--- src/verilog/lse_pkg.sv ---
package lse_pkg;

  // ---------------------------------------------------------------
  // Register addresses on the management bus.
  // ---------------------------------------------------------------
  localparam logic [4:0] REG_LANE_CFG  = 5'h06; // Lane select register.
  localparam logic [4:0] REG_HS_TP_CFG = 5'h0B; // Fast pattern config.
  localparam logic [4:0] REG_LS_TP_CFG = 5'h0C; // Slow pattern config.
  localparam logic [4:0] REG_CHAN_STAT = 5'h0F; // channel_status_word.
  localparam logic [4:0] REG_HS_CNT    = 5'h10; // fast_side_error_tally.
  localparam logic [4:0] REG_LS_CNT    = 5'h11; // slow_lane_error_tally.
  localparam logic [4:0] REG_LS_STAT   = 5'h13; // slow_lane_status_word.

  // ---------------------------------------------------------------
  // Field positions and reset values.
  // ---------------------------------------------------------------
  localparam int         LANE_SEL_LSB = 12;       // Lane select 14:12.
  localparam int         PAT_SEL_LSB  = 8;        // Pattern select 10:8.
  localparam logic [15:0] CNT_RESET   = 16'hFFFD; // Tally reset value.
  localparam logic [15:0] CNT_MAX     = 16'hFFFF; // Tally saturates here.
  localparam logic [15:0] CFG_RESET   = 16'h0000; // Config reset value.

  // ---------------------------------------------------------------
  // Management frame constants.
  // ---------------------------------------------------------------
  localparam logic [5:0] PRE_LEN   = 6'h20; // Preamble ones needed.
  localparam logic [1:0] OP_READ   = 2'h2;  // Read opcode.
  localparam logic [1:0] OP_WRITE  = 2'h1;  // Write opcode.
  localparam logic [3:0] HDR_LAST  = 4'hC;  // Header bits after start.
  localparam logic [3:0] DATA_LAST = 4'hF;  // Data bits minus one.

  typedef enum logic [2:0] {
    ST_PRE,
    ST_HDR,
    ST_TA,
    ST_RDAT,
    ST_WDAT
  } lse_mgmt_state_t;

endpackage

--- src/verilog/lse_status_regs.sv ---
// Overview of operation
// - Channel status bit 0 shows fast synth lock, latched low.
// - Functional mode: fast tally counts bad code words.
// - Fast pattern mode: fast tally counts errors of the selected pattern.
// - Pattern pin high: fast tally counts pseudo-random pattern errors.
// - Fast tally resets to FFFD; a read returns it, then clears it.
// - Slow tally reports the lane chosen by register 6 bits 14:12.
// - Functional mode: slow tally counts the selected lane's bad words.
// - Slow pattern mode counts pattern errors; resets FFFD, clears on read.
// - Slow status bit 15 is live pattern alignment, never latched.
// - Bit 14 shows live loss pattern detect; bit 9 latches it high.
// - Bit 11 latches high on a selected lane invalid code word.
// - Bit 10 latches high on selected lane loss of signal.
// - Bit 8 shows selected lane channel sync, latched low.
// - Bits 3 and 2 latch send FIFO underflow and overflow.
// - Bits 1 and 0 latch receive FIFO underflow and overflow.
// - Status shows one lane; software sets lane select before reading.
// - Functional mode fast invalid decode events feed the fast tally.
module lse_status_regs
  import lse_pkg::*;
#(
  parameter logic [4:0] PHY_ADDR  = 5'h00, // Bus address, arbitrary.
  parameter int         NUM_LANES = 8      // Slow side lanes.
) (
  input  wire logic                 mclk_i,          // System clock.
  input  wire logic                 rst_n_i,         // Async reset, low.
  input  wire logic                 mdc_i,           // Management clock.
  input  wire logic                 mdio_i,          // Management data in.
  output wire logic                 mdio_o,          // Management data out.
  output wire logic                 mdio_oe_o,       // High while driving.
  input  wire logic                 fast_synth_locked_i, // Synth lock.
  input  wire logic                 fast_bad_codeword_i, // Decode invalid.
  input  wire logic                 fast_pattern_err_i,  // Checker error.
  input  wire logic                 fast_tp_verify_i,    // Pattern mode.
  input  wire logic                 pseudo_random_pattern_pin_i, // Pin.
  input  wire logic                 slow_tp_verify_i,    // Pattern mode.
  input  wire logic [NUM_LANES-1:0] slow_bad_codeword_i,    // Per lane.
  input  wire logic [NUM_LANES-1:0] slow_pattern_err_i,     // Per lane.
  input  wire logic [NUM_LANES-1:0] slow_pattern_aligned_i, // Per lane.
  input  wire logic [NUM_LANES-1:0] slow_los_pattern_live_i, // Per lane.
  input  wire logic [NUM_LANES-1:0] slow_signal_lost_i,     // Per lane.
  input  wire logic [NUM_LANES-1:0] slow_channel_synced_i,  // Per lane.
  input  wire logic [NUM_LANES-1:0] slow_send_fifo_empty_err_i, // Pulse.
  input  wire logic [NUM_LANES-1:0] slow_send_fifo_full_err_i,  // Pulse.
  input  wire logic [NUM_LANES-1:0] slow_recv_fifo_empty_err_i, // Pulse.
  input  wire logic [NUM_LANES-1:0] slow_recv_fifo_full_err_i,  // Pulse.
  output wire logic [2:0]           lane_select_field_o, // Reg 6 14:12.
  output wire logic [2:0]           fast_pattern_sel_o,  // Reg 11 10:8.
  output wire logic [2:0]           slow_pattern_sel_o   // Reg 12 10:8.
);

  // ---------------------------------------------------------------
  // Declarations.
  // ---------------------------------------------------------------
  lse_mgmt_state_t state_q;
  logic            mdc_q;
  logic            mdc_rise;
  logic [5:0]      pre_cnt_q;
  logic [3:0]      bit_cnt_q;
  logic [11:0]     hdr_q;
  logic [12:0]     hdr_full;
  logic [15:0]     wsh_q;
  logic [15:0]     shadow_q;
  logic [15:0]     rd_mux;
  logic            mdio_q;
  logic            mdio_oe_q;
  logic            rd_take;
  logic            wr_take;
  logic            fast_clr;
  logic            slow_cnt_clr;
  logic            slow_stat_clr;
  logic            chan_clr;
  logic [15:0]     cfg_lane_q;
  logic [15:0]     cfg_fast_q;
  logic [15:0]     cfg_slow_q;
  logic [2:0]      lane_sel;
  logic            lock_drop_q;
  logic [15:0]     chan_word;
  logic [15:0]     fast_cnt_q;
  logic            fast_event;
  logic [15:0]     slow_cnt_q [NUM_LANES];
  logic [6:0]      sticky_q   [NUM_LANES];
  logic            sync_drop_q [NUM_LANES];
  logic [15:0]     slow_word;

  // Header decode: start bit, opcode and address match.
  function automatic logic hdr_is(input logic [12:0] h,
                                  input logic [1:0]  op);
    hdr_is = h[12] && (h[11:10] == op) && (h[9:5] == PHY_ADDR);
  endfunction

  // ---------------------------------------------------------------
  // Management bus slave.
  // ---------------------------------------------------------------
  // The management clock is sampled as a plain synchronous input, so
  // it must run well below half of the system clock.
  assign mdc_rise  = mdc_i & ~mdc_q;
  assign hdr_full  = {hdr_q, mdio_i};
  assign rd_take   = mdc_rise && (state_q == ST_HDR) && (bit_cnt_q == 4'h0)
                     && hdr_is(hdr_full, OP_READ);
  // After the header the start bit has left hdr_q, so a one stands in
  // for it; the stored opcode, address and register stay aligned.
  assign wr_take   = mdc_rise && (state_q == ST_WDAT) && (bit_cnt_q == 4'h0)
                     && hdr_is({1'b1, hdr_q}, OP_WRITE);
  assign mdio_o    = mdio_q;
  assign mdio_oe_o = mdio_oe_q;

  // Frame sequencer; data changes just after each management rising edge.
  always_ff @(posedge mclk_i or negedge rst_n_i) begin
    if (!rst_n_i) begin
      mdc_q     <= 1'b0;
      state_q   <= ST_PRE;
      pre_cnt_q <= 6'h00;
      bit_cnt_q <= 4'h0;
      hdr_q     <= 12'h000;
      wsh_q     <= 16'h0000;
      mdio_q    <= 1'b0;
      mdio_oe_q <= 1'b0;
    end else begin
      mdc_q <= mdc_i;
      if (mdc_rise) begin
        unique case (state_q)
          ST_PRE: begin
            if (mdio_i) begin
              if (pre_cnt_q != PRE_LEN) begin
                pre_cnt_q <= pre_cnt_q + 6'h01;
              end
            end else begin
              if (pre_cnt_q == PRE_LEN) begin
                state_q   <= ST_HDR;
                bit_cnt_q <= HDR_LAST;
              end
              pre_cnt_q <= 6'h00;
            end
          end
          ST_HDR: begin
            hdr_q     <= hdr_full[11:0];
            bit_cnt_q <= bit_cnt_q - 4'h1;
            if (bit_cnt_q == 4'h0) begin
              state_q   <= ST_TA;
              bit_cnt_q <= 4'h1;
            end
          end
          ST_TA: begin
            if (bit_cnt_q == 4'h1) begin
              bit_cnt_q <= 4'h0;
              mdio_oe_q <= hdr_is({1'b1, hdr_q}, OP_READ);
              mdio_q    <= 1'b0;
            end else if (mdio_oe_q) begin
              state_q   <= ST_RDAT;
              mdio_q    <= shadow_q[15];
              bit_cnt_q <= DATA_LAST;
            end else begin
              state_q   <= ST_WDAT;
              bit_cnt_q <= DATA_LAST;
            end
          end
          ST_RDAT: begin
            if (bit_cnt_q == 4'h0) begin
              state_q   <= ST_PRE;
              mdio_oe_q <= 1'b0;
            end else begin
              mdio_q    <= shadow_q[bit_cnt_q - 4'h1];
              bit_cnt_q <= bit_cnt_q - 4'h1;
            end
          end
          ST_WDAT: begin
            wsh_q     <= {wsh_q[14:0], mdio_i};
            bit_cnt_q <= bit_cnt_q - 4'h1;
            if (bit_cnt_q == 4'h0) begin
              state_q <= ST_PRE;
            end
          end
        endcase
      end
    end
  end

  // Read data is frozen when the address is known, which is also the
  // moment clear-on-read takes effect, so the value returned and the
  // value cleared are the same one.
  always_ff @(posedge mclk_i or negedge rst_n_i) begin
    if (!rst_n_i) begin
      shadow_q <= 16'h0000;
    end else if (rd_take) begin
      shadow_q <= rd_mux;
    end
  end

  // Configuration registers written over the management bus.
  always_ff @(posedge mclk_i or negedge rst_n_i) begin
    if (!rst_n_i) begin
      cfg_lane_q <= CFG_RESET;
      cfg_fast_q <= CFG_RESET;
      cfg_slow_q <= CFG_RESET;
    end else if (wr_take) begin
      if (hdr_q[4:0] == REG_LANE_CFG) begin
        cfg_lane_q <= {wsh_q[14:0], mdio_i};
      end
      if (hdr_q[4:0] == REG_HS_TP_CFG) begin
        cfg_fast_q <= {wsh_q[14:0], mdio_i};
      end
      if (hdr_q[4:0] == REG_LS_TP_CFG) begin
        cfg_slow_q <= {wsh_q[14:0], mdio_i};
      end
    end
  end

  assign lane_sel            = cfg_lane_q[LANE_SEL_LSB+:3];
  assign lane_select_field_o = lane_sel;
  assign fast_pattern_sel_o  = cfg_fast_q[PAT_SEL_LSB+:3];
  assign slow_pattern_sel_o  = cfg_slow_q[PAT_SEL_LSB+:3];

  // Read-side decode and clear strobes.
  assign fast_clr      = rd_take && (hdr_full[4:0] == REG_HS_CNT);
  assign slow_cnt_clr  = rd_take && (hdr_full[4:0] == REG_LS_CNT);
  assign slow_stat_clr = rd_take && (hdr_full[4:0] == REG_LS_STAT);
  assign chan_clr      = rd_take && (hdr_full[4:0] == REG_CHAN_STAT);

  always_comb begin
    unique case (hdr_full[4:0])
      REG_LANE_CFG:  rd_mux = cfg_lane_q;
      REG_HS_TP_CFG: rd_mux = cfg_fast_q;
      REG_LS_TP_CFG: rd_mux = cfg_slow_q;
      REG_CHAN_STAT: rd_mux = chan_word;
      REG_HS_CNT:    rd_mux = fast_cnt_q;
      REG_LS_CNT:    rd_mux = slow_cnt_q[lane_sel];
      REG_LS_STAT:   rd_mux = slow_word;
      default:       rd_mux = 16'h0000;
    endcase
  end

  // ---------------------------------------------------------------
  // Channel status and fast side tally.
  // ---------------------------------------------------------------
  // A drop in lock is remembered until read; a drop in the read cycle
  // itself is kept.
  always_ff @(posedge mclk_i or negedge rst_n_i) begin
    if (!rst_n_i) begin
      lock_drop_q <= 1'b0;
    end else begin
      lock_drop_q <= ~fast_synth_locked_i
                     | (lock_drop_q & ~chan_clr);
    end
  end
  assign chan_word = {15'h0000, fast_synth_locked_i & ~lock_drop_q};

  // Pattern modes take the checker's errors; otherwise decode errors.
  assign fast_event = (pseudo_random_pattern_pin_i | fast_tp_verify_i) ?
                      fast_pattern_err_i :
                      fast_bad_codeword_i;

  // The tally saturates rather than wraps, so a reading never hides
  // a burst. An error in the clearing cycle counts as the first one.
  always_ff @(posedge mclk_i or negedge rst_n_i) begin
    if (!rst_n_i) begin
      fast_cnt_q <= CNT_RESET;
    end else if (fast_clr) begin
      fast_cnt_q <= {15'h0000, fast_event};
    end else if (fast_event && fast_cnt_q != CNT_MAX) begin
      fast_cnt_q <= fast_cnt_q + 16'h0001;
    end
  end

  // ---------------------------------------------------------------
  // Slow side per-lane tallies and flags.
  // ---------------------------------------------------------------
  for (genvar l = 0; l < NUM_LANES; l++) begin : g_lane
    logic       ev;
    logic       sel;
    logic [6:0] src;
    assign sel = (lane_sel == 3'(l));
    assign ev  = slow_tp_verify_i ? slow_pattern_err_i[l] :
                 slow_bad_codeword_i[l];
    assign src = {slow_bad_codeword_i[l], slow_signal_lost_i[l],
                  slow_los_pattern_live_i[l],
                  slow_send_fifo_empty_err_i[l], slow_send_fifo_full_err_i[l],
                  slow_recv_fifo_empty_err_i[l], slow_recv_fifo_full_err_i[l]};

    // Counter with clear-on-read of the selected lane only.
    always_ff @(posedge mclk_i or negedge rst_n_i) begin
      if (!rst_n_i) begin
        slow_cnt_q[l] <= CNT_RESET;
      end else if (slow_cnt_clr && sel) begin
        slow_cnt_q[l] <= {15'h0000, ev};
      end else if (ev && slow_cnt_q[l] != CNT_MAX) begin
        slow_cnt_q[l] <= slow_cnt_q[l] + 16'h0001;
      end
    end

    // Sticky flags: a new event beats the read clear.
    always_ff @(posedge mclk_i or negedge rst_n_i) begin
      if (!rst_n_i) begin
        sticky_q[l]    <= 7'h00;
        sync_drop_q[l] <= 1'b0;
      end else begin
        sticky_q[l]    <= src | (sticky_q[l] &
                          ~{7{slow_stat_clr & sel}});
        sync_drop_q[l] <= ~slow_channel_synced_i[l] |
                          (sync_drop_q[l] & ~(slow_stat_clr & sel));
      end
    end
  end

  // Selected lane status word.
  assign slow_word = {slow_pattern_aligned_i[lane_sel],
                      slow_los_pattern_live_i[lane_sel],
                      2'b00,
                      sticky_q[lane_sel][6:4],
                      slow_channel_synced_i[lane_sel]
                        & ~sync_drop_q[lane_sel],
                      4'h0,
                      sticky_q[lane_sel][3:0]};
endmodule

--- config.mk ---
export PLATFORM = sky130hd
export DESIGN_NAME = lse_status_regs
export DESIGN_NICKNAME = d
export VERILOG_FILES = /design/src/verilog/lse_pkg.sv /design/src/verilog/lse_status_regs.sv
export SDC_FILE = /design/constraint.sdc
export NUM_CORES = 1
export LEC_CHECK = 0
export BUFFER_PORTS_ARGS = -buffer_cell sky130_fd_sc_hd__buf_2
export CAP_MARGIN = 40
export CORE_MARGIN = 3
export CORE_UTILIZATION = 30
export DETAILED_ROUTE_END_ITERATION = 7
export SLEW_MARGIN = 5
export SYNTH_ARGS = -nofsm -noshare
export SYNTH_HDL_FRONTEND = slang
export SYNTH_SLANG_ARGS = --single-unit
--- constraint.sdc ---
create_clock -name mclk_i -period 3 [get_ports mclk_i]
set_input_delay 0.3 -clock mclk_i [delete_from_list [all_inputs] [get_ports mclk_i]]
set_output_delay 0.3 -clock mclk_i [all_outputs]
set_load 0.02 [all_outputs]
==> summary.md <==
| Metric | Value |
|---|---|
| Outcome | `completed` |
| Final setup TNS | `0 ns` |
| Drt drc | `0` |
| Detailed-route via count | `13760` |
| Top FF cell, synth | `dfrtp_1` |
| Post-route design area | `20700 um^2` |
| GRT overflow | `0` |
| Yosys reg bits | `316` |
| Setup CP Type | `register to register` |
| Post-route clock period utilization | `92.19%` |
| Hold Crit Class | `input port to register` |
| Hold depth | `2` |
| Core Rows | `87` |
| Syn avg cell area | `10.78 um^2` |
| Fillers | `5556` |
| Final GP Congestion | `0.8849` |
| First-pass GRT wire length | `79890 um` |
| Unique masters post-synth | `77` |
| Iter 0 DRT Violations | `1170` |
| Post-Syn Area | `17210 um^2` |
| Reg2reg start | `hdr_q[5]` |
| CP Max Fanout | `16` |
| Comb power frac | `12.5%` |
| Vias in the first global route | `13620` |
| Final cell count without fillers | `2560` |
| Cts bufs inserted | `37` |
| NumNets Final | `1875` |
| Lkg Pwr | `7.966 nW` |
| Clk pwr share | `39.6%` |
| RR Endpoint | `cfg_fast_q[11]` |
| DIE AREA | `60270 um^2` |
| Metal2 WL | `23810 um` |
| Avg WL per Cell | `20.22 um` |
| Placed Cells | `2434` |
| Clk Tree Root Cell | `clkbuf_16` |
| Routed WL | `51760 um` |
| Internal power | `0.008402 W` |
| Startpoint type of the worst setup path | `register` |
| Post-CTS sizing | `0` |
| Max-Cap Viols | `0` |
| Io pins | `101` |
| WP data arrival | `3.19 ns` |
| Hold-fix buffers, CTS | `55` |
| Hold Path End | `sticky_q[6]` |
| Placeable Area | `56600 um^2` |
| Critical path capture point type | `register` |
| Switching power | `0.003268 W` |
| H-tree lvl count | `2` |
| Vias per cell | `5.373` |
| RSZ-0062 raised after global routing | `no` |
| Met3 Wirelength | `3316 um` |
| Post-DP Area | `18900 um^2` |
| Net Sw Frac | `28.00%` |
| Fin. Hold Viols | `0` |
| Post-layout min period | `2.766 ns` |
| CTS Sinks | `316` |
| Final setup fails | `0` |
| Peak supply drop | `0.0004447 V` |
| Min-delay src | `slow_bad_codeword_i[7]` |
| Mapped Cells | `1596` |
| Top Layer Used | `met4` |
| Final max-slew violation count | `0` |
| R2R setup slack | `0.23 ns` |
| Skew-Pair Late Insertion Delay | `0.54 ns` |
| Share of cells above drive strength 1 | `28.61%` |
| Worst path required time | `3.42 ns` |
| Synth async-reset ratio | `100.0%` |
| CTS tree | `built` |
| Power Total | `0.01167 W` |
| Initial cell density of the core | `30.40%` |
| Die width | `245.5 um` |
| Max frequency | `361.6 MHz` |
| Sequential Power Share | `47.9%` |
| ANT nets after route | `0` |
| Pin count of the biggest net entering global routing | `86` |
| Reg clk slew, reported paths | `0.06 ns` |
| Hpwl dp | `37430 um` |
| IO Port Bufs | `100` |
| Worst-Margin Slew | `0.7546 ns` |
| All-Layer GR Usage | `16.95%` |
| Syn Nets | `1699` |
| Pre-Repair DR Iteration Count | `5` |
| Post-synthesis sequential area ratio | `46.94%` |
| Yosys synthesis warning count | `0` |
| Chip height | `245.5 um` |
| Hold slack final | `0.04962 ns` |
| Met1 WL | `22690 um` |
| EDFF count, synth | `0` |
| Antenna violations before repair | `2` |
| CTS max path bufs | `3` |
| Worst r2r path cells | `6` |
| Worst slew margin | `48.26%` |
| Postcts setup bufs | `0` |
| Area Overhead vs Synth | `20.29%` |
| Clk_skew | `0.02125 ns` |
| Pwr/cell area | `563.8 nW/um^2` |
## metal layers
metal,up-vias,global-route usage [%]
li1,6267,-
met1,6970,23.11
met2,407,26.57
met3,112,3.555
met4,0,6.183
met5,-,0
## critical path, stage by stage (launching register included)
cell     delay [ns]
dfrtp_1        0.38
or4_4          0.55
or2_1          0.28
or4_4          0.54
or3_1          0.35
buf_4          0.24
mux2_4         0.32
## registers in the layout (all words and copies together), names as in the netlist
| signal | flops |
|---|---|
| bit_cnt_q | 4 |
| cfg_fast_q | 16 |
| cfg_lane_q | 16 |
| cfg_slow_q | 16 |
| fast_cnt_q | 16 |
| hdr_q | 12 |
| lock_drop_q | 1 |
| mdc_q | 1 |
| mdio_o | 1 |
| mdio_oe_o | 1 |
| pre_cnt_q | 6 |
| shadow_q | 16 |
| slow_cnt_q | 128 |
| state_q | 3 |
| sticky_q | 56 |
| sync_drop_q | 8 |
| wsh_q | 15 |
## power groups by stage
stage / Sequential [W] / Combinational, W / Clock [W]
global placement: 0.00561 / 0.00136 / 0
global route: 0.00565 / 0.00164 / 0.00493
floorplan: 0.00537 / 0.00100 / 0
detailed placement: 0.00563 / 0.00140 / 0
CTS: 0.00557 / 0.00146 / 0.00472
finish: 0.00559 / 0.00146 / 0.00462
## synthesized netlist by cell type (all sizes together) (13+ instances only)
cell,count,area share [%]
clkbuf,56,1.2
a21o,60,2.6
dfrtp,181,26
mux2,88,6.2
and3,27,0.98
a22oi,46,2.0
nand2,93,2.0
nand4,57,2.1
nor4,15,0.55
o21ai,53,1.5
ha,13,0.95
o211ai,15,0.65
and4,15,0.76
inv,26,0.57
nor3b,19,0.86
nand3,70,2.0
buf,29,1.0
or3,16,0.58
a21oi,24,0.70
xor2,51,2.6
a22o,21,1.1
mux4,36,4.7
nor2,149,3.3
nor3,35,1.0
mux2i,63,3.7
dfstp,135,21
xnor2,48,2.4
## cell families after synthesis
kind of cell	count (synthesis)	synth area share, %
xor gates and xnor gates	99	5.039
buffers and inverters	111	2.828
DFF	316	46.94
AOI/OAI and AO/OA	300	12.48
and+or+nand+nor	570	17.23
adders and majority gates	13	0.9453
muxes	187	14.55
## cell usage in the layout, fill, tap and decap left out, drive strengths merged, types with 13 or more instances in the layout
cell type    netlist  routed
and4              15      15
o21ai             53      53
a21oi             24      24
nor3b             19      19
ha                13      13
inv               26      26
dfrtp            181     181
a21o              60      60
or3               16      16
and3              27      27
dlygate4sd3        0      55
mux2i             63      63
nor4              15      15
a22oi             46      46
mux4              36      36
xnor2             48      48
nand3             70      70
nand2             93      93
mux2              88      88
clkbuf            56      53
xor2              51      51
nand4             57      57
o211ai            15      15
buf               29     167
dfstp            135     135
nor2             149     149
a22o              21      21
nor3              35      35
## worst max-delay path by stage
stage / depth (start not counted) / startpoint / end
6_report: 6 / hdr_q[5] / cfg_fast_q[11]
5_1_grt: 6 / hdr_q[5] / cfg_lane_q[5]
4_1_cts: 6 / hdr_q[5] / cfg_fast_q[1]
3_5_place_dp: 6 / hdr_q[5] / cfg_fast_q[7]
3_3_place_gp: 6 / hdr_q[5] / cfg_fast_q[8]
2_1_floorplan: 9 / bit_cnt_q[0] / cfg_slow_q[10]
## through the flow
step	utilization, %	setup slack [ns]
final	36.57	0.2343
after global routing	36.56	0.1274
after CTS	36.55	0.2229
after detailed placement	33.39	0.2098
after global placement	33.39	0.2390
after floorplan	-	0.1218
## area by class of cell
| class | count | area, um^2 | area share, % |
|---|---|---|---|
| antenna | 4 | 10.01 | 0.04836 |
| inverter | 26 | 97.59 | 0.4715 |
| clock buffer | 53 | 1077 | 5.204 |
| multi-input combinational | 1169 | 8672 | 41.89 |
| sequential | 316 | 8083 | 39.05 |
| tap | 756 | 945.9 | 4.570 |
| timing repair buffer | 222 | 1652 | 7.979 |
| clock inverter | 14 | 162.7 | 0.7858 |
Note: power is estimated with default switching activity, not from simulation.
